### src/inc/mbi_pkg.sv
package mbi_pkg;
  // bus widths
  localparam int PAW = 22;  // program address width
  localparam int DAW = 32;  // data address width
  localparam int DW  = 32;  // data bus width
  localparam int WW  = 16;  // one addressable word

  // vector table in program space
  localparam int                  VEC_COUNT      = 32;
  localparam int                  VEC_WORDS      = 2;
  localparam int                  VEC_TABLE_SIZE = VEC_COUNT * VEC_WORDS;
  localparam logic [PAW-1:0]      VEC_BASE_DEF   = 22'h3fffc0;

  // access size codes
  typedef enum logic [1:0] {
    MBI_SZ_16 = 2'h0,
    MBI_SZ_32 = 2'h1,
    MBI_SZ_LO = 2'h2,
    MBI_SZ_HI = 2'h3
  } mbi_size_t;

  // byte strobe patterns
  localparam logic [1:0] STRB_NONE = 2'h0;
  localparam logic [1:0] STRB_LO   = 2'h1;
  localparam logic [1:0] STRB_HI   = 2'h2;

  // write arbiter states
  typedef enum logic [1:0] {
    MBI_WR_IDLE = 2'b01,
    MBI_WR_HOLD = 2'b10
  } mbi_wst_t;
endpackage : mbi_pkg

### src/rtl/mbi_core_if.sv
`timescale 1ns/1ps
`default_nettype none
// How it works
// - sixty-four program words hold thirty-two vectors
// - separate program and data bus sets
// - qualifiers mark each read or write kind
// - 16-bit, 32-bit and byte accesses supported
// - byte strobes name the transferred byte
// - 22-bit program address for reads and writes
// - 32-bit data-read address, reads only
// - 32-bit data-write address, writes only
// - 32-bit program read data returns instructions
// - 32-bit data read data returns data
// - one 32-bit write bus for both writes
// - never program read and write together
// - never program write and data write together
// - disjoint buses run in the same cycle
// - odd 32-bit access starts one lower
// - emitted address stays unaligned as generated
// - fetch 32-bit, instruction boundaries found internally
// - each location is one 16-bit word
module mbi_core_if
  import mbi_pkg::*;
#(
  parameter logic [PAW-1:0] VEC_BASE = VEC_BASE_DEF
) (
  input  wire logic            i_clk_sys,
  input  wire logic            i_reset,
  // core side: fetch request
  input  wire logic            i_fetch_req,
  input  wire logic [PAW-1:0]  i_fetch_addr,
  output logic                 o_fetch_ready,
  output logic [DW-1:0]        o_fetch_data,
  output logic                 o_fetch_valid,
  // core side: data read request
  input  wire logic            i_rd_req,
  input  wire logic [DAW-1:0]  i_rd_addr,
  input  wire logic [1:0]      i_rd_size,
  output logic [DW-1:0]        o_rd_data,
  output logic                 o_rd_valid,
  // core side: write request, program or data space
  input  wire logic            i_wr_req,
  input  wire logic            i_wr_prog,
  input  wire logic [DAW-1:0]  i_wr_addr,
  input  wire logic [1:0]      i_wr_size,
  input  wire logic [DW-1:0]   i_wr_data,
  output logic                 o_wr_ready,
  // core side: vector fetch
  input  wire logic [4:0]      i_vec_num,
  output logic [PAW-1:0]       o_vec_addr,
  // memory side: program buses
  output logic [PAW-1:0]       o_prog_addr_bus,
  output logic                 o_prog_rd,
  output logic                 o_prog_wr,
  output logic                 o_prog_is32,
  input  wire logic [DW-1:0]   i_prog_rd_data_bus,
  // memory side: data read buses
  output logic [DAW-1:0]       o_data_rd_addr_bus,
  output logic                 o_data_rd,
  output logic                 o_data_rd_is32,
  output logic [1:0]           o_data_rd_strobe,
  input  wire logic [DW-1:0]   i_data_rd_data_bus,
  // memory side: data write buses
  output logic [DAW-1:0]       o_data_wr_addr_bus,
  output logic                 o_data_wr,
  output logic                 o_data_wr_is32,
  output logic [1:0]           o_wr_strobe,
  output logic [DW-1:0]        o_shared_wr_data_bus
);

  ////////////////////////////////////////////////////////////////////////////
  // elaboration checks: refuse parameter values the logic cannot serve
  // a vector base on a two-word boundary keeps every vector pair inside
  // one aligned 32-bit fetch, so a vector never straddles two beats
  if (VEC_BASE[0] != 1'b0) begin : g_base_odd
    $error("vector base must be even");
  end

  // the whole vector table must fit below the top of program space,
  // otherwise the last vectors would wrap onto low program words
  if ((VEC_BASE + VEC_TABLE_SIZE) > (2 ** PAW)) begin : g_base_high
    $error("vector table runs past program space");
  end

  // the vector number port selects every entry and no more
  if (VEC_COUNT != (2 ** $bits(i_vec_num))) begin : g_vec_count
    $error("vector count does not match the vector number port");
  end

  // the vector address function doubles the number: two words per entry
  if (VEC_WORDS != 2) begin : g_vec_words
    $error("vector entries must be two words long");
  end

  // program write addresses are cut from the low bits of the write address
  if (PAW > DAW) begin : g_addr_width
    $error("program address wider than data address");
  end

  // one data bus beat carries exactly two addressable words
  if (DW != 2 * WW) begin : g_beat_width
    $error("data bus must carry two words");
  end

  ////////////////////////////////////////////////////////////////////////////
  // vector table address: two words per vector
  // combinational so the core can start the vector fetch in the same
  // cycle it learns the vector number; no register sits on this path
  function automatic logic [PAW-1:0] vec_addr(input logic [4:0] n);
    vec_addr = VEC_BASE + PAW'({n, 1'b0});
  endfunction : vec_addr

  assign o_vec_addr = vec_addr(i_vec_num);

  ////////////////////////////////////////////////////////////////////////////
  // write arbitration: a program write waits for a program read in the
  // same cycle; the write is held and issued in the first cycle without a fetch request
  // hazard: a program read and a program write would both need the
  // program address bus, and a program write and a data write would both
  // need the shared write data bus; only one write is presented per cycle
  // so the second conflict cannot arise, and the first is resolved here
  // the requester must keep its write request up while ready is low
  mbi_wst_t         wst_r;
  logic             wr_go;
  logic             prog_wr_go;
  logic             data_wr_go;
  logic             fetch_go;

  // fetch owns the program bus first since it is older in program order
  assign fetch_go   = i_fetch_req;
  assign wr_go      = i_wr_req && !(i_wr_prog && fetch_go);
  assign prog_wr_go = wr_go && i_wr_prog;
  assign data_wr_go = wr_go && !i_wr_prog;
  assign o_wr_ready    = wr_go;
  assign o_fetch_ready = 1'b1;

  // tracks a stalled program write
  always_ff @(posedge i_clk_sys or posedge i_reset) begin
    if (i_reset) begin
      wst_r <= MBI_WR_IDLE;
    end else begin
      case (wst_r)
        MBI_WR_IDLE: if (i_wr_req && !wr_go) wst_r <= MBI_WR_HOLD;
        MBI_WR_HOLD: if (wr_go || !i_wr_req) wst_r <= MBI_WR_IDLE;
        default:     wst_r <= MBI_WR_IDLE;
      endcase
    end
  end

  ////////////////////////////////////////////////////////////////////////////
  // byte lane decode
  // one decoder per bus that can carry a byte access; the strobes are
  // forced to none when the bus is idle so external decode never sees a
  // stale lane select between transfers
  logic [1:0] rd_strb;
  logic       rd_is32;
  logic [1:0] wr_strb;
  logic       wr_is32;

  mbi_strobe u_rd_strb (
    .i_size   (i_rd_size),
    .i_valid  (i_rd_req),
    .o_strobe (rd_strb),
    .o_is32   (rd_is32)
  );

  mbi_strobe u_wr_strb (
    .i_size   (i_wr_size),
    .i_valid  (wr_go),
    .o_strobe (wr_strb),
    .o_is32   (wr_is32)
  );

  ////////////////////////////////////////////////////////////////////////////
  // program bus drive; address passed unaligned, memory drops bit zero
  // the address holds its last value between transfers; only the read
  // and write qualifiers say whether the program bus carries anything
  // a fetch is always presented as a 32-bit read, and the instruction
  // boundaries inside the returned beat are found further up the core
  always_ff @(posedge i_clk_sys or posedge i_reset) begin
    if (i_reset) begin
      o_prog_addr_bus <= '0;
      o_prog_rd       <= 1'b0;
      o_prog_wr       <= 1'b0;
      o_prog_is32     <= 1'b0;
    end else begin
      o_prog_rd <= fetch_go;
      o_prog_wr <= prog_wr_go;
      if (fetch_go) begin
        o_prog_addr_bus <= i_fetch_addr;
        o_prog_is32     <= 1'b1;
      end else if (prog_wr_go) begin
        o_prog_addr_bus <= i_wr_addr[PAW-1:0];
        o_prog_is32     <= wr_is32;
      end else begin
        o_prog_is32     <= 1'b0;
      end
    end
  end

  ////////////////////////////////////////////////////////////////////////////
  // data read bus drive
  // independent of both program and write traffic, so a data read is
  // never stalled by this block; the address is held between reads to
  // keep the data read address bus quiet for power
  always_ff @(posedge i_clk_sys or posedge i_reset) begin
    if (i_reset) begin
      o_data_rd_addr_bus <= '0;
      o_data_rd          <= 1'b0;
      o_data_rd_is32     <= 1'b0;
      o_data_rd_strobe   <= STRB_NONE;
    end else begin
      o_data_rd        <= i_rd_req;
      o_data_rd_is32   <= rd_is32;
      o_data_rd_strobe <= rd_strb;
      if (i_rd_req) begin
        o_data_rd_addr_bus <= i_rd_addr;
      end
    end
  end

  ////////////////////////////////////////////////////////////////////////////
  // write bus drive, shared write data for both spaces
  // the shared write data bus loads for either kind of write, while the
  // data write address bus loads only for data space writes; program
  // write addresses travel on the program address bus instead
  // the byte strobes follow whichever write was granted this cycle
  always_ff @(posedge i_clk_sys or posedge i_reset) begin
    if (i_reset) begin
      o_data_wr_addr_bus   <= '0;
      o_data_wr            <= 1'b0;
      o_data_wr_is32       <= 1'b0;
      o_wr_strobe          <= STRB_NONE;
      o_shared_wr_data_bus <= '0;
    end else begin
      o_data_wr      <= data_wr_go;
      o_data_wr_is32 <= data_wr_go && wr_is32;
      o_wr_strobe    <= wr_strb;
      if (data_wr_go) begin
        o_data_wr_addr_bus <= i_wr_addr;
      end
      if (wr_go) begin
        o_shared_wr_data_bus <= i_wr_data;
      end
    end
  end

  ////////////////////////////////////////////////////////////////////////////
  // read return, one cycle after the address phase
  // memory answers combinationally during the address phase, so the
  // return data is captured at the edge that ends that phase; a slower
  // memory would need a wait signal, which this interface does not have
  always_ff @(posedge i_clk_sys or posedge i_reset) begin
    if (i_reset) begin
      o_fetch_data  <= '0;
      o_fetch_valid <= 1'b0;
      o_rd_data     <= '0;
      o_rd_valid    <= 1'b0;
    end else begin
      o_fetch_valid <= o_prog_rd;
      o_rd_valid    <= o_data_rd;
      if (o_prog_rd) begin
        o_fetch_data <= i_prog_rd_data_bus;
      end
      if (o_data_rd) begin
        o_rd_data <= i_data_rd_data_bus;
      end
    end
  end

endmodule : mbi_core_if
`default_nettype wire

### src/rtl/mbi_strobe.sv
`timescale 1ns/1ps
`default_nettype none
module mbi_strobe
  import mbi_pkg::*;
(
  input  wire logic [1:0] i_size,
  input  wire logic       i_valid,
  output logic      [1:0] o_strobe,
  output logic            o_is32
);
  ////////////////////////////////////////////////////////////////////////////
  // byte lane decode for one bus
  always_comb begin
    o_strobe = STRB_NONE;
    o_is32   = 1'b0;
    if (i_valid) begin
      if (i_size == MBI_SZ_LO) begin
        o_strobe = STRB_LO;
      end else if (i_size == MBI_SZ_HI) begin
        o_strobe = STRB_HI;
      end else if (i_size == MBI_SZ_32) begin
        o_is32 = 1'b1;
      end
    end
  end
endmodule : mbi_strobe
`default_nettype wire

### config.mk
export PLATFORM = sky130hd
export DESIGN_NAME = mbi_core_if
export DESIGN_NICKNAME = d
export VERILOG_FILES = /design/src/inc/mbi_pkg.sv /design/src/rtl/mbi_core_if.sv /design/src/rtl/mbi_strobe.sv
export SDC_FILE = /design/constraint.sdc
export NUM_CORES = 1
export LEC_CHECK = 0
export ABC_AREA = 1
export BUFFER_PORTS_ARGS = -buffer_cell sky130_fd_sc_hd__buf_2
export CORE_AREA = 2 2 162 164
export CTS_CLUSTER_SIZE = 12
export DETAILED_ROUTE_END_ITERATION = 10
export DIE_AREA = 0 0 164 166
export GPL_ROUTABILITY_DRIVEN = 0
export SETUP_SLACK_MARGIN = 0.1
export SYNTH_ARGS = -nofsm -noshare
export SYNTH_HDL_FRONTEND = slang
export SYNTH_HIERARCHICAL = 1
export SYNTH_SLANG_ARGS = --single-unit
### constraint.sdc
create_clock -name i_clk_sys -period 7.1 [get_ports i_clk_sys]
set_clock_uncertainty 0.05 [all_clocks]
set_input_delay 0.355 -clock i_clk_sys [delete_from_list [all_inputs] [get_ports i_clk_sys]]
set_output_delay 0.355 -clock i_clk_sys [all_outputs]
set_load 0.1 [all_outputs]
==> results by group, run 1 <==
Cells and area
  • Syn-to-layout area delta: 33.6%
  • Nets: about 1500
  • Layout cells sized above 1: 0.336
  • Register area: just under 5000 µm²
  • FILL cells: between 2000 and 3000
  • Fin util: 0.412
  • Footprint of the multi-input gates: ~2300 µm²

Clock network
  • Max Buffers Root-to-Sink: 2
  • Setup bufs post-CTS: 0
  • Clock buffer count from CTS: 17
  • Clock Tree Root: clkbuf_16
  • TritonCTS clock tree: done
  • H-tree level count: 4
  • Hold_buf cts: 0
  • Clock Latency Late Sink: around 420 ps
  • CTS Sinks: a little under 200
  • Cts repair resizes: 0
  • Clock slew at reported path FFs: ~80 ps

Synth
  • Area of the mapped netlist: approximately 8000 µm²
  • Synth unique cells: 17
  • Warnings from Yosys: 6
  • Register bit count reported by yosys: between 150 and 200
  • Syn Inst Count: 908
  • Register area share after synthesis: 0.617
  • Syn Area/Cell: around 8.7 µm²

Die
  • Die height: about 170 µm
  • Die X-Extent: approximately 160 µm
  • Core Rows: 59
  • Die footprint: around 27000 µm²
  • Starting Density: 0.309
  • Io pins: 416
  • Core area: around 26000 µm²

Timing
  • Relative slew slack: 0.208
  • Hold Vio Cnt, Final: 0
  • Max Transition Viols Final: 0
  • Final min period: 3340 ps
  • Fmax: around 300 MHz
  • Unrepaired setup endpoints after global routing: false
  • Period utilization: 0.470
  • Final setup fails: 0
  • Slew @ Worst Pin: around 1200 ps
  • TNS Setup: 0 ps
  • Final WS setup: 3760 ps

Worst hold path
  • Hold WC Path Type: input port to asynchronous set/reset pin

GRT
  • GRT Util Overall: 0.169
  • Largest net degree at the start of global routing: around 120
  • Total global routing overflow: 0
  • Initial antenna violation count: 1
  • First-pass GRT wire length: 36.1 mm
  • Number of global-route vias before repair: ~6600

Drt
  • Pre-Repair DR Iteration Count: 5
  • Via-to-Cell Ratio: ~4.3
  • DRT iter0 DRCs: ~350
  • Routed Wire Length: roughly 23 mm
  • Drt wl/cell: about 14 µm
  • DRC: 0
  • Post-route ant nets: 0
  • DR vias: a little under 7000

Pwr
  • Internal power: 1.91 mW
  • Peak VDD IR: approximately 160 µV
  • Switching Fraction: 0.464
  • Sw Pwr: 1.66 mW
  • Sequential power share: 0.361
  • Pwr Density: 338 nW/µm²
  • Comb power frac: 0.364
  • Pleak: around 6 nW
  • Final Power: 3.57 mW
  • Clock power frac: 0.275

Flow run
  • Max-cap viol count: 0

Setup path
  • Critical Path RT: about 6700 ps
  • CP Max Fanout: 36
  • Most numerous cell on the critical path: buf_2
  • Crit Path Class: input port to primary output
  • Kind of start point of the critical path: input port
  • Crit end category: primary output
  • Slowest CP cell: inv_2
  • Worst Path Arrival: 2930 ps
  • Cells along the critical path: buf_2 -> nand2_4 -> nand2_2 -> inv_2 -> buf_2
  • CP Buf/Inv Count: 3
  • CP delay by family, top: buffers and inverters
  • Max incr delay on CP: 760 ps

Outcome
  • Status: complete, no violations

Place
  • DP HPWL: between 15 and 20 mm
  • Pre-CTS setup slack: roughly 3700 ps
  • Port bufs: around 390
[final cells by class]
type | instances | area share
tap | 335 | 0.0397
clock buffer | 19 | 0.0420
timing repair buffer | 389 | 0.185
inverter | 105 | 0.0381
multi-input combinational | 552 | 0.218
antenna | 2 | 0.000474
sequential | 195 | 0.462
clock inverter | 13 | 0.0147
[path summary, 6_finish.rpt]
| kind | startpoint | endpoint | slack, ps | cells after the start |
|---|---|---|---|---|
| max in group asynchronous | i_reset | o_data_wr_addr_bus[0] | 5380 | 3 |
| hold / removal | i_reset | o_data_rd_addr_bus[25] | 6 | 2 |
| setup reg to reg | o_data_rd | o_rd_data[11] | 5630 | 1 |
| min in group i_clk_sys | i_rd_size[0] | o_data_rd_strobe[0] | 50 | 2 |
| setup / recovery | i_fetch_req | o_wr_ready | 3760 | 5 |
| hold reg to reg | o_data_wr_addr_bus[6] | o_data_wr_addr_bus[6] | 410 | 2 |
[routing by layer]
layer	track usage	share of wire	vias up	wire length [µm]
li1	-	-	3433	-
met1	0.212	0.44	3128	10100
met2	0.281	0.47	260	10800
met3	0.0502	0.077	23	1770
met4	0.0507	0.019	0	446
met5	0	0	-	0
[metrics by stage]
step	cell area, µm²	cells	hold WS, ps
after floorplan	7960	924	336
after global placement	9950	1576	401
after detailed placement	9950	1576	403
after CTS	10600	1608	29.2
after global routing	10600	1609	24.0
final	10600	1610	5.66
[power groups by stage]
| stage | Combinational, mW | Sequential (mW) | Clock (mW) |
|---|---|---|---|
| 6_report | 1.30 | 1.29 | 0.980 |
| 5_1_grt | 1.35 | 1.30 | 1.07 |
| 4_1_cts | 1.31 | 1.29 | 1.01 |
| 3_5_place_dp | 1.31 | 1.31 | 0 |
| 3_3_place_gp | 1.30 | 1.31 | 0 |
| 2_1_floorplan | 0.227 | 2.16 | 0 |
[cells in the mapped netlist]
master,n,share of area
nand2_1,393,0.19
dfrtp_1,195,0.62
inv_1,103,0.049
nor2_1,7,0.0033
nand2_2,1,0.00079
conb_1,2,0.00095
nand2_4,1,0.0014
buf_2,21,0.013
a21o_1,1,0.00095
o21ai_0,96,0.061
clkbuf_1,26,0.012
nand4_1,32,0.025
nand3_2,1,0.0013
buf_4,25,0.024
inv_2,2,0.00095
a21oi_1,1,0.00063
a21oi_2,1,0.0011
[logic make-up (layout without fill, tap and decap cells)]
group                  after synthesis  in the layout  share of synthesized area
and+or+nand+nor                    435            435                      0.219
DFF                                195            195                      0.617
buffers and inverters              177            526                     0.0993
AOI/OAI and AO/OA                   99             99                     0.0635
other                                2             20                   0.000950
[sequential cells by signal (all words and copies together) (netlist names), 2 cells and up]
register              count
o_rd_data                32
o_data_wr_addr_bus       32
o_fetch_data             32
o_data_rd_strobe          2
o_wr_strobe               2
o_shared_wr_data_bus     32
o_prog_addr_bus          22
o_data_rd_addr_bus       32
[cells in the final DEF (no fill, tap or decap)]
cell type,n
nand4_1,32
nand2_4,1
clkbuf_16,17
inv_8,3
clkinv_8,2
o21ai_0,96
buf_4,2
nand2_1,393
a21oi_1,1
diode_2,2
conb_1,18
clkinv_4,2
nand2_2,1
bufinv_16,1
nand3_2,1
dfrtp_2,1
nor2_1,7
clkbuf_1,1
inv_2,2
clkbuf_8,1
a21oi_2,1
buf_2,387
a21o_1,1
dfrtp_1,194
inv_1,102
inv_6,6
No activity file was read; power rests on OpenSTA's default activity.
==> run 2: changes to the inputs <==
==> constraint.sdc (replaced) <==
create_clock -name i_clk_sys -period 3.15 [get_ports i_clk_sys]
set_clock_uncertainty 0.05 [all_clocks]
set_input_delay 0.1575 -clock i_clk_sys [delete_from_list [all_inputs] [get_ports i_clk_sys]]
set_output_delay 0.1575 -clock i_clk_sys [all_outputs]
set_load 0.1 [all_outputs]
==> run 2 against run 1 <==
Net effect: critical path type unchanged; die area stayed put; global-route usage is 1.5 points higher; clock-buffer cell count is 1 lower; largest cell class unchanged; combinational power is 140% higher; clock power is 110% higher; cell count is 12% higher.
==> results by group, run 2 (synthesis results as in run 1) <==
Outcome
  • Status: complete, no violations (unchanged)

Drt
  • DRC: 0 (unchanged)
  • Pre-Repair DR Iteration Count: 5 (unchanged)
  • Routed Wire Length: 25.6 mm (was 23.1 mm)
  • Drt wl/cell: 14.2 µm (was 14.3 µm)
  • DRT iter0 DRCs: 332 (was 349)
  • DR vias: 7833 (was 6844)
  • Post-route ant nets: 0 (unchanged)
  • Via-to-Cell Ratio: 4.33 (was 4.25)

Clock network
  • Clock buffer count from CTS: 17 (unchanged)
  • Clock Tree Root: clkbuf_16 (unchanged)
  • Clock slew at reported path FFs: 80 ps (about the same)
  • Clock Latency Late Sink: 420 ps (about the same)
  • TritonCTS clock tree: done (unchanged)
  • H-tree level count: 4 (unchanged)
  • Cts repair resizes: 0 (unchanged)
  • Max Buffers Root-to-Sink: 2 (unchanged)
  • CTS Sinks: 195 (unchanged)

Place
  • DP HPWL: 16.7 mm (was 16.3 mm)
  • Inst Count DP: 1586 (was 1576)
  • Pre-CTS setup slack: 936 ps (was 3660 ps)
  • Port bufs: 387 (unchanged)

Setup path
  • Kind of start point of the critical path: input port (unchanged)
  • Worst Path Arrival: 2360 ps (was 2930 ps)
  • Crit Path Class: input port to primary output (unchanged)
  • Reg2reg setup slack: 1680 ps (was 5630 ps)
  • CP delay by family, top: buffers and inverters (unchanged)
  • CP Buf/Inv Count: 5 (was 3)
  • Crit end category: primary output (unchanged)
  • Critical Path Start: i_wr_prog (was i_fetch_req)
  • CP Max Fanout: 36 (unchanged)
  • Cells along the critical path: dlygate4sd3_1 -> buf_2 -> nand2_4 -> nand2_2 -> buf_4 -> inv_2 -> buf_12 (was buf_2 -> nand2_4 -> nand2_2 -> inv_2 -> buf_2)
  • Slowest CP cell: inv_2 (unchanged)
  • Reg-to-Reg Start: o_prog_rd (was o_data_rd)
  • Max incr delay on CP: 590 ps (was 760 ps)
  • Critical Path RT: 2940 ps (was 6690 ps)

Cells and area
  • Most common cell after layout, fill and taps aside: nand2_1 (unchanged)
  • Non-Filler Instances: 1810 (was 1610)
  • Syn-to-layout area delta: 58.9% (was 33.6%)
  • Layout cells sized above 1: 0.296 (was 0.336)
  • Commonest non-fill, non-tap cells in the layout: nand2_1 (393), buf_2 (386), dfrtp_1 (195), dlygate4sd3_1 (193), inv_1 (102) (was nand2_1 (393), buf_2 (387), dfrtp_1 (194), inv_1 (102), o21ai_0 (96))
  • Nets: 1660 (was 1457)

Die
  • Die X-Extent: 164 µm (unchanged)
  • Io pins: 416 (unchanged)
  • Die footprint: 27200 µm² (unchanged)
  • Core area: 25600 µm² (unchanged)
  • Die height: 166 µm (unchanged)
  • Starting Density: 0.309 (unchanged)
  • Core Rows: 59 (unchanged)

GRT
  • Total global routing overflow: 0 (unchanged)
  • First-pass GRT wire length: 39.5 mm (was 36.1 mm)
  • Number of global-route vias before repair: 7879 (was 6605)
  • Initial antenna violation count: 1 (unchanged)
  • GRT Util Overall: 0.184 (was 0.169)
  • Largest net degree at the start of global routing: 69 (was 124)

Timing
  • Hold_ws: 24.2 ps (was 5.66 ps)
  • Fmax: 389 MHz
  • Relative slew slack: 0.341 (was 0.208)
  • Unrepaired setup endpoints after global routing: false (unchanged)
  • Period utilization: 0.816
  • Max Transition Viols Final: 0 (unchanged)
  • TNS Setup: 0 ps (unchanged)
  • Slew @ Worst Pin: 989 ps (was 1190 ps)
  • Final setup fails: 0 (unchanged)
  • Final min period: about 2600 ps
  • Final WS setup: 580 ps (was 3760 ps)
  • Hold Vio Cnt, Final: 0 (unchanged)

Flow run
  • Max-cap viol count: 0 (unchanged)

Worst hold path
  • Worst min-delay path startpoint: i_fetch_addr[17]
  • Hold WC Path Type: input port to register (was input port to asynchronous set/reset pin)

Pwr
  • Final Power: 8.14 mW (was 3.57 mW)
  • Peak VDD IR: 440 µV (was 163 µV)
  • Pleak: 6.99 nW (was 6.14 nW)
  • Pwr Density: 648 nW/µm² (was 338 nW/µm²)
-- run 2: where the power goes --
group / internal (mW) / total (mW) / switching, mW / leakage (nW)
logic: 0.558 / 3.15 / 2.60 / 4.32
registers: 2.76 / 2.90 / 0.141 / 2.39
clock network: 1.06 / 2.08 / 1.02 / 0.273
-- run 2: cell type report --
type	instances	area, µm²
tap	335	419
sequential	195	4880
antenna	1	2.50
clock buffer	18	439
fill	2353	13100
clock inverter	12	121
inverter	105	398
multi-input combinational	552	2300
timing repair buffer	592	4000
-- run 2: worst paths after layout --
path,end,cells past startpoint
worst max-delay path,o_wr_ready,7
worst min-delay path,o_prog_addr_bus[17],5
worst max register to register,o_fetch_data[21],2
worst min register to register,o_data_wr_addr_bus[6],2
max in group asynchronous,o_shared_wr_data_bus[18],4
min in group asynchronous,o_rd_data[17],3
-- run 2: timing repair --
item	4_1_cts	5_1_grt
setup buffers	0	0
hold endpoints to repair	216	0
hold buffers	193	0
-- run 2: tightest hold or removal path, delay by kind of cell --
family,cells,cell delay [ps]
simple gates,4,230
buf+inv,1,70
-- run 2: routing by layer --
metal,track usage,wire [µm],up-vias
met5,0,0,-
met1,0.207,10400,3624
li1,-,-,3837
met4,0.0767,923,0
met2,0.327,12600,312
met3,0.0470,1730,60
-- run 2: through the flow --
step / utilization / cell area (µm²)
5_1_grt: 0.490 / 12600
2_1_floorplan: - / 7970
3_5_place_dp: 0.393 / 10100
4_1_cts: 0.490 / 12600
3_3_place_gp: 0.393 / 10100
6_report: 0.490 / 12600
